--- config.mk ---
export PLATFORM = sky130hd
export DESIGN_NAME = tag_priority_queue_map
export DESIGN_NICKNAME = d
export VERILOG_FILES = /design/src/tag_prio_pkg.sv /design/src/prio_cfg_if.sv /design/src/prio_fold.sv /design/src/tag_priority_queue_map.sv
export SDC_FILE = /design/constraint.sdc
export NUM_CORES = 1
export LEC_CHECK = 0
export BUFFER_PORTS_ARGS = -buffer_cell sky130_fd_sc_hd__buf_2
export CAP_MARGIN = 20
export CORE_MARGIN = 3
export CORE_UTILIZATION = 35
export DETAILED_ROUTE_END_ITERATION = 8
export PLACE_DENSITY_LB_ADDON = 0.08
export SKIP_LAST_GASP = 1
export SLEW_MARGIN = 20
export SYNTH_ARGS = -nofsm -noshare
export SYNTH_HDL_FRONTEND = slang
export SYNTH_SLANG_ARGS = --single-unit
--- constraint.sdc ---
create_clock -name clk_i -period 1.8 [get_ports clk_i]
set_input_delay 0.18 -clock clk_i [delete_from_list [all_inputs] [get_ports clk_i]]
set_output_delay 0.18 -clock clk_i [all_outputs]
set_load 0.005 [all_outputs]
--- src/tag_prio_pkg.sv ---
// Package with register map, field layout and reset values of the tag priority map
package tag_prio_pkg;
	// Register indices; the byte address is four times the index
	localparam logic [7:0] IDX_TAG_MAP_LOWER = 8'h80;
	localparam logic [7:0] IDX_TAG_MAP_UPPER = 8'h81;
	localparam logic [7:0] IDX_FOLD_CONTROL = 8'h82;
	localparam logic [7:0] IDX_QUEUE_CONFIG = 8'h83;
	localparam logic [7:0] IDX_CLASS_STATUS = 8'h84;
	localparam int BUS_ADDR_W = 10;
	// Field positions inside the upper map register
	localparam int POS_TAG_SEVEN = 6;
	localparam int POS_TAG_SIX = 4;
	localparam int POS_TAG_FIVE = 2;
	localparam int POS_TAG_FOUR = 0;
	// Field position of the fold selector inside the fold control register
	localparam int POS_FOLD_SEL = 0;
	// Reset values
	localparam logic [7:0] RST_TAG_MAP_LOWER = 8'h50;
	localparam logic [1:0] RST_TAG_SEVEN = 2'h3;
	localparam logic [1:0] RST_TAG_SIX = 2'h3;
	localparam logic [1:0] RST_TAG_FIVE = 2'h2;
	localparam logic [1:0] RST_TAG_FOUR = 2'h2;
	localparam logic [1:0] RST_FOLD_SEL = 2'h2;
	localparam logic [7:0] RST_TAG_MAP_UPPER = {RST_TAG_SEVEN, RST_TAG_SIX,
		RST_TAG_FIVE, RST_TAG_FOUR};
	localparam logic [7:0] RST_FOLD_CONTROL = {6'h00, RST_FOLD_SEL};
	localparam logic [7:0] RST_QUEUE_CONFIG = 8'h00;
	// Fold selector encodings
	localparam logic [1:0] FOLD_ONLY_THREE = 2'h0;
	localparam logic [1:0] FOLD_TWO_UP = 2'h2;
	localparam logic [1:0] FOLD_ONE_UP = 2'h3;
	// Bus answer states
	typedef enum logic [1:0] {
		BUS_IDLE = 2'b01,
		BUS_ACK = 2'b10
	} bus_state_t;
endpackage : tag_prio_pkg

--- src/prio_cfg_if.sv ---
// Interface carrying mapping configuration from register file to classifier
`timescale 1ns/1ps
`default_nettype none
interface prio_cfg_if;
	logic [15:0] tag_table;
	logic [1:0] fold_sel;
	logic two_queue_mode;
	modport regs (output tag_table, output fold_sel, output two_queue_mode);
	modport cls (input tag_table, input fold_sel, input two_queue_mode);
endinterface : prio_cfg_if
`default_nettype wire

--- src/prio_fold.sv ---
// Two-queue fold of a 2-bit priority result into low or high queue
`timescale 1ns/1ps
`default_nettype none
module prio_fold
	import tag_prio_pkg::*;
(
	input wire logic [1:0] result_i, // 2-bit priority result
	input wire logic [1:0] sel_i, // Fold selector
	output logic high_o // High when the result goes to the high queue
);
	// Threshold compare; the spare code 01 is handled like 10
	wire logic [1:0] threshold;
	assign threshold = (sel_i == FOLD_ONLY_THREE) ? 2'h3 :
		(sel_i == FOLD_ONE_UP) ? 2'h1 : 2'h2;
	assign high_o = (result_i >= threshold);
endmodule : prio_fold
`default_nettype wire

--- src/tag_priority_queue_map.sv ---
// Wishbone register bank and classifier for tag to priority queue mapping
//
// Chosen here: the Wishbone interface to the registers.
`timescale 1ns/1ps
`default_nettype none
module tag_priority_queue_map
	import tag_prio_pkg::*;
(
	input wire logic clk_i, // Core clock, 200 MHz
	input wire logic rst_i, // Synchronous reset, active high
	input wire logic ce_i, // Clock enable, freezes all state when low
	input wire logic wb_cyc_i, // Wishbone cycle
	input wire logic wb_stb_i, // Wishbone strobe
	input wire logic wb_we_i, // Wishbone write enable
	input wire logic [BUS_ADDR_W-1:0] wb_adr_i, // Wishbone byte address
	input wire logic [3:0] wb_sel_i, // Wishbone byte selects
	input wire logic [31:0] wb_dat_i, // Wishbone write data
	output logic [31:0] wb_dat_o, // Wishbone read data
	output logic wb_ack_o, // Wishbone acknowledge
	output logic wb_err_o, // Wishbone error for unmapped address
	input wire logic frm_valid_i, // Frame classification request
	input wire logic frm_tagged_i, // Frame carries an 802.1p tag
	input wire logic [2:0] frm_tag_i, // 802.1p priority tag
	input wire logic frm_use_ds_i, // Use DiffServ result instead of tag
	input wire logic [1:0] frm_ds_prio_i, // Result of DiffServ table
	output logic cls_valid_o, // Classification result valid
	output logic [1:0] cls_prio_o, // 2-bit internal priority
	output logic cls_high_o // Queue select in two-queue mode
);
	prio_cfg_if cfg ();

	logic [7:0] map_lower_reg;
	logic [7:0] map_upper_reg;
	logic [7:0] fold_ctrl_reg;
	logic [7:0] queue_cfg_reg;
	logic [7:0] status_reg;
	logic [31:0] dat_reg;
	logic ack_reg;
	logic err_reg;
	logic cls_valid_reg;
	logic [1:0] cls_prio_reg;
	logic cls_high_reg;
	bus_state_t state_reg;
	bus_state_t state_next;

	// Address decode; registers take one aligned word at four times the index
	wire logic [7:0] word_idx;
	wire logic addr_ok;
	wire logic req;
	wire logic wr_fire;
	wire logic hit_lower;
	wire logic hit_upper;
	wire logic hit_fold;
	wire logic hit_qcfg;
	wire logic hit_stat;
	assign word_idx = wb_adr_i[BUS_ADDR_W-1:2];
	assign hit_lower = (word_idx == IDX_TAG_MAP_LOWER);
	assign hit_upper = (word_idx == IDX_TAG_MAP_UPPER);
	assign hit_fold = (word_idx == IDX_FOLD_CONTROL);
	assign hit_qcfg = (word_idx == IDX_QUEUE_CONFIG);
	assign hit_stat = (word_idx == IDX_CLASS_STATUS);
	assign addr_ok = hit_lower | hit_upper | hit_fold | hit_qcfg | hit_stat;
	assign req = wb_cyc_i & wb_stb_i & (state_reg == BUS_IDLE);
	// Only byte lane 0 holds data; wider lanes are ignored
	assign wr_fire = req & wb_we_i & wb_sel_i[0] & addr_ok;

	// Read multiplexer; bits above the 8-bit register read as zero
	wire logic [7:0] rd_byte;
	assign rd_byte = hit_lower ? map_lower_reg :
		hit_upper ? map_upper_reg :
		hit_fold ? fold_ctrl_reg :
		hit_qcfg ? queue_cfg_reg :
		hit_stat ? status_reg : 8'h00;

	// One-cycle answer, then one idle cycle so ack drops after each access
	assign state_next = (state_reg == BUS_IDLE) ?
		(req ? BUS_ACK : BUS_IDLE) : BUS_IDLE;

	// Bus state and answer registers
	always_ff @(posedge clk_i) begin
		if (rst_i) begin
			state_reg <= BUS_IDLE;
			ack_reg <= 1'b0;
			err_reg <= 1'b0;
			dat_reg <= 32'h0000_0000;
		end else if (ce_i) begin
			state_reg <= state_next;
			ack_reg <= req & addr_ok;
			err_reg <= req & ~addr_ok;
			dat_reg <= req ? {24'h00_0000, rd_byte} : 32'h0000_0000;
		end
	end

	// Configuration registers; fields reset to their defaults
	always_ff @(posedge clk_i) begin
		if (rst_i) begin
			map_lower_reg <= RST_TAG_MAP_LOWER;
			map_upper_reg <= RST_TAG_MAP_UPPER;
			fold_ctrl_reg <= RST_FOLD_CONTROL;
			queue_cfg_reg <= RST_QUEUE_CONFIG;
		end else if (ce_i && wr_fire) begin
			if (hit_lower)
				map_lower_reg <= wb_dat_i[7:0];
			if (hit_upper)
				map_upper_reg <= wb_dat_i[7:0];
			if (hit_fold)
				fold_ctrl_reg <= {6'h00, wb_dat_i[1:0]};
			if (hit_qcfg)
				queue_cfg_reg <= {7'h00, wb_dat_i[0]};
		end
	end

	// Export configuration to the classifier
	assign cfg.tag_table = {map_upper_reg, map_lower_reg};
	assign cfg.fold_sel = fold_ctrl_reg[POS_FOLD_SEL +: 2];
	assign cfg.two_queue_mode = queue_cfg_reg[0];

	// Tag lookup: the field for tag n sits at bits 2n+1..2n
	wire logic [1:0] tag_prio;
	wire logic [1:0] src_prio;
	wire logic fold_high;
	assign tag_prio = cfg.tag_table[{frm_tag_i, 1'b0} +: 2];
	// Untagged or DiffServ frames take the DiffServ result
	assign src_prio = (frm_use_ds_i | ~frm_tagged_i) ?
		frm_ds_prio_i : tag_prio;

	prio_fold u_fold (
		.result_i(src_prio),
		.sel_i(cfg.fold_sel),
		.high_o(fold_high)
	);

	// Registered classification output
	always_ff @(posedge clk_i) begin
		if (rst_i) begin
			cls_valid_reg <= 1'b0;
			cls_prio_reg <= 2'h0;
			cls_high_reg <= 1'b0;
		end else if (ce_i) begin
			cls_valid_reg <= frm_valid_i;
			cls_prio_reg <= src_prio;
			// Four-queue mode leaves the fold out entirely
			cls_high_reg <= cfg.two_queue_mode & fold_high;
		end
	end

	// Status shows the last classification for software
	always_ff @(posedge clk_i) begin
		if (rst_i)
			status_reg <= 8'h00;
		else if (ce_i && cls_valid_reg)
			status_reg <= {5'h00, cls_high_reg, cls_prio_reg};
	end

	assign wb_dat_o = dat_reg;
	assign wb_ack_o = ack_reg;
	assign wb_err_o = err_reg;
	assign cls_valid_o = cls_valid_reg;
	assign cls_prio_o = cls_prio_reg;
	assign cls_high_o = cls_high_reg;

	// Checks on the classifier path
	property p_tag_lookup;
		@(posedge clk_i) disable iff (rst_i)
		ce_i && frm_valid_i && frm_tagged_i && !frm_use_ds_i |=>
			cls_prio_o == $past(map_upper_reg[7:6]) || $past(frm_tag_i) != 3'h7;
	endproperty
	a_tag_lookup: assert property (p_tag_lookup)
		else $error("tag seven lookup wrong");

	property p_reset_upper;
		@(posedge clk_i) rst_i && ce_i |=> map_upper_reg == RST_TAG_MAP_UPPER;
	endproperty
	a_reset_upper: assert property (p_reset_upper)
		else $error("upper map reset wrong");

	property p_reset_five;
		@(posedge clk_i) rst_i |=> map_upper_reg[3:2] == 2'h2;
	endproperty
	a_reset_five: assert property (p_reset_five)
		else $error("tag five reset wrong");

	property p_reset_four;
		@(posedge clk_i) rst_i |=> map_upper_reg[1:0] == 2'h2;
	endproperty
	a_reset_four: assert property (p_reset_four)
		else $error("tag four reset wrong");

	property p_four_queue;
		@(posedge clk_i) disable iff (rst_i)
		ce_i && !queue_cfg_reg[0] |=> !cls_high_o;
	endproperty
	a_four_queue: assert property (p_four_queue)
		else $error("fold applied outside two-queue mode");

	property p_ds_source;
		@(posedge clk_i) disable iff (rst_i)
		ce_i && frm_use_ds_i |=> cls_prio_o == $past(frm_ds_prio_i);
	endproperty
	a_ds_source: assert property (p_ds_source)
		else $error("DiffServ result not used");

	property p_sel_zero;
		@(posedge clk_i) disable iff (rst_i)
		ce_i && queue_cfg_reg[0] && fold_ctrl_reg[1:0] == 2'h0 |=>
			cls_high_o == (cls_prio_o == 2'h3);
	endproperty
	a_sel_zero: assert property (p_sel_zero)
		else $error("selector 00 fold wrong");

	property p_sel_three;
		@(posedge clk_i) disable iff (rst_i)
		ce_i && queue_cfg_reg[0] && fold_ctrl_reg[1:0] == 2'h3 |=>
			cls_high_o == (cls_prio_o != 2'h0);
	endproperty
	a_sel_three: assert property (p_sel_three)
		else $error("selector 11 fold wrong");

	property p_sel_reset;
		@(posedge clk_i) rst_i |=> fold_ctrl_reg[1:0] == 2'h2;
	endproperty
	a_sel_reset: assert property (p_sel_reset)
		else $error("selector reset wrong");

	property p_sel_two;
		@(posedge clk_i) disable iff (rst_i)
		ce_i && queue_cfg_reg[0] && fold_ctrl_reg[1:0] == 2'h2 |=>
			cls_high_o == cls_prio_o[1];
	endproperty
	a_sel_two: assert property (p_sel_two)
		else $error("selector 10 fold wrong");

	// Checks on the register bus answer; a stuck ack would hang the master
	property p_ack_pulse;
		@(posedge clk_i) disable iff (rst_i)
		ce_i && wb_ack_o |=> !wb_ack_o;
	endproperty
	a_ack_pulse: assert property (p_ack_pulse)
		else $error("ack longer than one cycle");

	property p_answer_excl;
		@(posedge clk_i) disable iff (rst_i)
		!(wb_ack_o && wb_err_o);
	endproperty
	a_answer_excl: assert property (p_answer_excl)
		else $error("ack and err together");

	property p_ack_mapped;
		@(posedge clk_i) disable iff (rst_i)
		ce_i && req && addr_ok |=> wb_ack_o && !wb_err_o;
	endproperty
	a_ack_mapped: assert property (p_ack_mapped)
		else $error("mapped access not acknowledged");

	property p_err_unmapped;
		@(posedge clk_i) disable iff (rst_i)
		ce_i && req && !addr_ok |=> wb_err_o && !wb_ack_o;
	endproperty
	a_err_unmapped: assert property (p_err_unmapped)
		else $error("unmapped access not refused");

	property p_rd_upper;
		@(posedge clk_i) disable iff (rst_i)
		ce_i && req && !wb_we_i && hit_upper |=>
			wb_dat_o == {24'h00_0000, $past(map_upper_reg)};
	endproperty
	a_rd_upper: assert property (p_rd_upper)
		else $error("upper map read wrong");

	property p_wr_seven;
		@(posedge clk_i) disable iff (rst_i)
		ce_i && wr_fire && hit_upper |=>
			map_upper_reg[7:6] == $past(wb_dat_i[7:6]);
	endproperty
	a_wr_seven: assert property (p_wr_seven)
		else $error("tag seven field not written");

	property p_wr_five;
		@(posedge clk_i) disable iff (rst_i)
		ce_i && wr_fire && hit_upper |=>
			map_upper_reg[3:2] == $past(wb_dat_i[3:2]);
	endproperty
	a_wr_five: assert property (p_wr_five)
		else $error("tag five field not written");

	property p_wr_four;
		@(posedge clk_i) disable iff (rst_i)
		ce_i && wr_fire && hit_upper |=>
			map_upper_reg[1:0] == $past(wb_dat_i[1:0]);
	endproperty
	a_wr_four: assert property (p_wr_four)
		else $error("tag four field not written");

	property p_upper_hold;
		@(posedge clk_i) disable iff (rst_i)
		!(ce_i && wr_fire && hit_upper) |=> $stable(map_upper_reg);
	endproperty
	a_upper_hold: assert property (p_upper_hold)
		else $error("upper map changed without a write");

	property p_fold_hold;
		@(posedge clk_i) disable iff (rst_i)
		!(ce_i && wr_fire && hit_fold) |=> $stable(fold_ctrl_reg);
	endproperty
	a_fold_hold: assert property (p_fold_hold)
		else $error("fold control changed without a write");

	// Per-tag lookup; each field must answer only for its own tag
	property p_tag_six;
		@(posedge clk_i) disable iff (rst_i)
		ce_i && frm_tagged_i && !frm_use_ds_i && frm_tag_i == 3'h6 |=>
			cls_prio_o == $past(map_upper_reg[5:4]);
	endproperty
	a_tag_six: assert property (p_tag_six)
		else $error("tag six lookup wrong");

	property p_tag_five;
		@(posedge clk_i) disable iff (rst_i)
		ce_i && frm_tagged_i && !frm_use_ds_i && frm_tag_i == 3'h5 |=>
			cls_prio_o == $past(map_upper_reg[3:2]);
	endproperty
	a_tag_five: assert property (p_tag_five)
		else $error("tag five lookup wrong");

	property p_tag_four;
		@(posedge clk_i) disable iff (rst_i)
		ce_i && frm_tagged_i && !frm_use_ds_i && frm_tag_i == 3'h4 |=>
			cls_prio_o == $past(map_upper_reg[1:0]);
	endproperty
	a_tag_four: assert property (p_tag_four)
		else $error("tag four lookup wrong");

	property p_tag_zero;
		@(posedge clk_i) disable iff (rst_i)
		ce_i && frm_tagged_i && !frm_use_ds_i && frm_tag_i == 3'h0 |=>
			cls_prio_o == $past(map_lower_reg[1:0]);
	endproperty
	a_tag_zero: assert property (p_tag_zero)
		else $error("tag zero lookup wrong");

	// The spare selector code must fold like the default one
	property p_sel_one;
		@(posedge clk_i) disable iff (rst_i)
		ce_i && queue_cfg_reg[0] && fold_ctrl_reg[1:0] == 2'h1 |=>
			cls_high_o == cls_prio_o[1];
	endproperty
	a_sel_one: assert property (p_sel_one)
		else $error("selector 01 fold wrong");
endmodule : tag_priority_queue_map
`default_nettype wire

==> flow_metrics.tcl <==
set metrics [dict create \
    initial_core_util 0.375 \
    die_width_um 83.9 \
    r2r_cells 9 \
    pin_count 98 \
    die_y_um 83.9 \
    hold_violations 0 \
    clockBufferDepth 2 \
    yosys-top-cells-area "dfxtp_1 (36%), mux2i_1 (17%), buf_4 (8.5%), nand2b_1 (7.1%), nor2_1 (3.5%)" \
    leakagePower_nw 1.19 \
    required_ns 1.99 \
    min_from "frm_valid_i" \
    synth.top_cells.by_count "dfxtp_1 (38), mux2i_1 (37), buf_4 (24), nand2b_1 (24), nor2_1 (20)" \
    diodes 0 \
    whs_endpoint "cls_valid_o" \
    power.total_mw 1.68 \
    fin_crit_sh 0.968 \
    gp_congestion 0.735 \
    reg2reg_slack_ns 0.06 \
    grt_pass1_wl_um 7820 \
    vias 1733 \
    final_area_sq_um 2590 \
    p_sw_mw 0.424 \
    synthesis.area_sq_um 2130 \
    drv_cap 0 \
    clk_pin_slew_ns 0.08 \
    grt-ovfl-total 0 \
    cts_hold_buf 0 \
    skew_ns 0.00403 \
    drive_above_1_share 0.289 \
    multi_input_area_sq_um 1220 \
    yosys_warnings 0 \
    post-place-ws_ns -0.0973 \
    synth_top_cell_area_share 0.358 \
    firstDrtPassIters 4 \
    vdd_drop_max_mv 0.309 \
    cts.sinks 38 \
    syn_area_per_cell_sq_um 8.93 \
    r2r_end "cls_high_o" \
    yosysUniqueCellTypes 39 \
    postPlaceCellArea_sq_um 2440 \
    drc 0 \
    routedWlPerCell_um 12.9 \
    crit_path_start_kind "flip-flop" \
    rows 27 \
    drt-total-wl_um 4820 \
    layoutNonFillerInstCount 373 \
    die-area_sq_um 7050 \
    fillCellCount 592 \
    cts_buffers 5 \
    fmax_ghz 0.574 \
    r2r_start "map_upper_reg[4]" \
    ys_ff_latch 38 \
    path_class "flip-flop to flip-flop" \
    synth_ff_type "dfxtp_1" \
    p_sw_frac 0.251 \
    hold_class "input port to flip-flop" \
    h-tree-depth 2 \
    synth_most_common_cell "dfxtp_1" \
    setup_ws_ns 0.0576 \
    grt_pass1_vias 1637 \
    clkPwrFrac 0.364 \
    grt_usage 0.139 \
    cts_root_buffer "clkbuf_8" \
    setup_viol 0 \
    vias_per_cell 4.65 \
    intPower_mw 1.26 \
    endpoint_kind "flip-flop" \
    combPwrFrac 0.130 \
    synthCells 238 \
    power_frac_seq 0.507 \
    tritoncts "yes" \
    grt_max_degree 30 \
    clk_latency_ns 0.29 \
    arrival_ns 1.93 \
    power.density_nw_per_um2 651 \
    outcome "complete, no violations" \
    worstPathMaxFanout 2 \
    dp_hpwl_um 3630 \
    rsz0062_at_grt "true" \
    ant_nets 0 \
    synth_edf_count 0 \
    regArea_sq_um 763 \
    nNetsFinal 363 \
    port_buffers 44 \
    synth.largest_area_cell "dfxtp_1" \
    async_flop_share 0 \
    ys_seq_area_frac 0.358 \
    fin_crit_ns 1.74 \
    dp_cells 360 \
    area_delta_synth_final_pct 21.8 \
    initialDrtViolationCount 65 \
    core_sq_um 5680 \
    antenna_found_initial 0 \
    drv_slew 0 \
    tns_ns 0 \
    holdPathStages 3 \
]
## how the worst max path moves through the flow
stage	start	endpoint	cells past startpoint
detailed placement	frm_tag_i[1]	cls_high_o	10
CTS	map_upper_reg[4]	cls_high_o	9
global placement	frm_tag_i[1]	cls_high_o	10
global route	map_upper_reg[4]	cls_high_o	9
floorplan	frm_tag_i[1]	cls_high_o	10
finish	map_upper_reg[4]	cls_high_o	9
## cell type report
class                      instances  area share
sequential                        38       0.295
clock inverter                     1     0.00193
clock buffer                       7      0.0333
multi-input combinational        184       0.471
timing repair buffer              68       0.159
inverter                           3     0.00435
tap                               72      0.0348
## cells by family (layout without fill, tap and decap cells)
family	count (synthesis)	count (layout)	share of synthesized area
other	1	24	0.00176
muxes	37	37	0.174
buffers and inverters	39	79	0.116
DFF	38	38	0.358
adders and majority gates	3	3	0.0177
AOI/OAI and AO/OA	31	31	0.0912
and+or+nand+nor	89	89	0.241
## per-stage QoR
step | hold WS [ns] | utilization
finish | 0.140 | 0.456
CTS | 0.132 | 0.454
floorplan | 0.327 | -
detailed placement | 0.442 | 0.430
global placement | 0.421 | 0.430
global route | 0.146 | 0.456
## power by group through the flow
stage	Combinational (mW)	Clock, mW	Sequential (mW)
2_1_floorplan	0.155	0	0.873
3_3_place_gp	0.200	0	0.873
3_5_place_dp	0.200	0	0.873
4_1_cts	0.217	0.642	0.853
5_1_grt	0.244	0.674	0.854
6_report	0.219	0.613	0.853
## layout by cell type, fill, tap and decap left out, types with 2 or more instances in the layout
master / n
buf_2: 44
a21o_1: 3
nor2b_1: 6
nand2b_1: 23
nor2_1: 20
a21oi_1: 7
inv_1: 3
buf_4: 23
o21ai_0: 7
dfxtp_2: 2
nand2_1: 15
dfxtp_1: 36
nand3_1: 8
nor3_1: 3
ha_1: 3
conb_1: 24
mux2i_1: 37
a31oi_1: 3
or4_1: 2
a22oi_1: 2
o22ai_1: 2
clkbuf_8: 6
## per-layer routing
metal / global-route usage / part of all wire / vias to the layer above
li1: - / - / 895
met1: 0.187 / 0.50 / 780
met2: 0.215 / 0.43 / 50
met3: 0.0365 / 0.061 / 8
met4: 0.0439 / 0.013 / 0
met5: 0 / 0 / -
## critical path: stages, from the launching register on
cell      delay, ns
dfxtp_2        0.33
mux2i_1        0.07
a22oi_1        0.19
nand3_1        0.14
o21a_1         0.20
ha_1           0.26
nand2b_4       0.13
a21o_1         0.18
nand3_2        0.08
a21oi_2        0.05
## timing repair
item | 4_1_cts | 5_1_grt
setup endpoints to repair | 1 | 2
setup buffers | 5 | 0
gates cloned | 0 | 0
pin swaps | 4 | 5
gates resized for setup | 3 | 2
No activity file was read; power rests on OpenSTA's default activity.
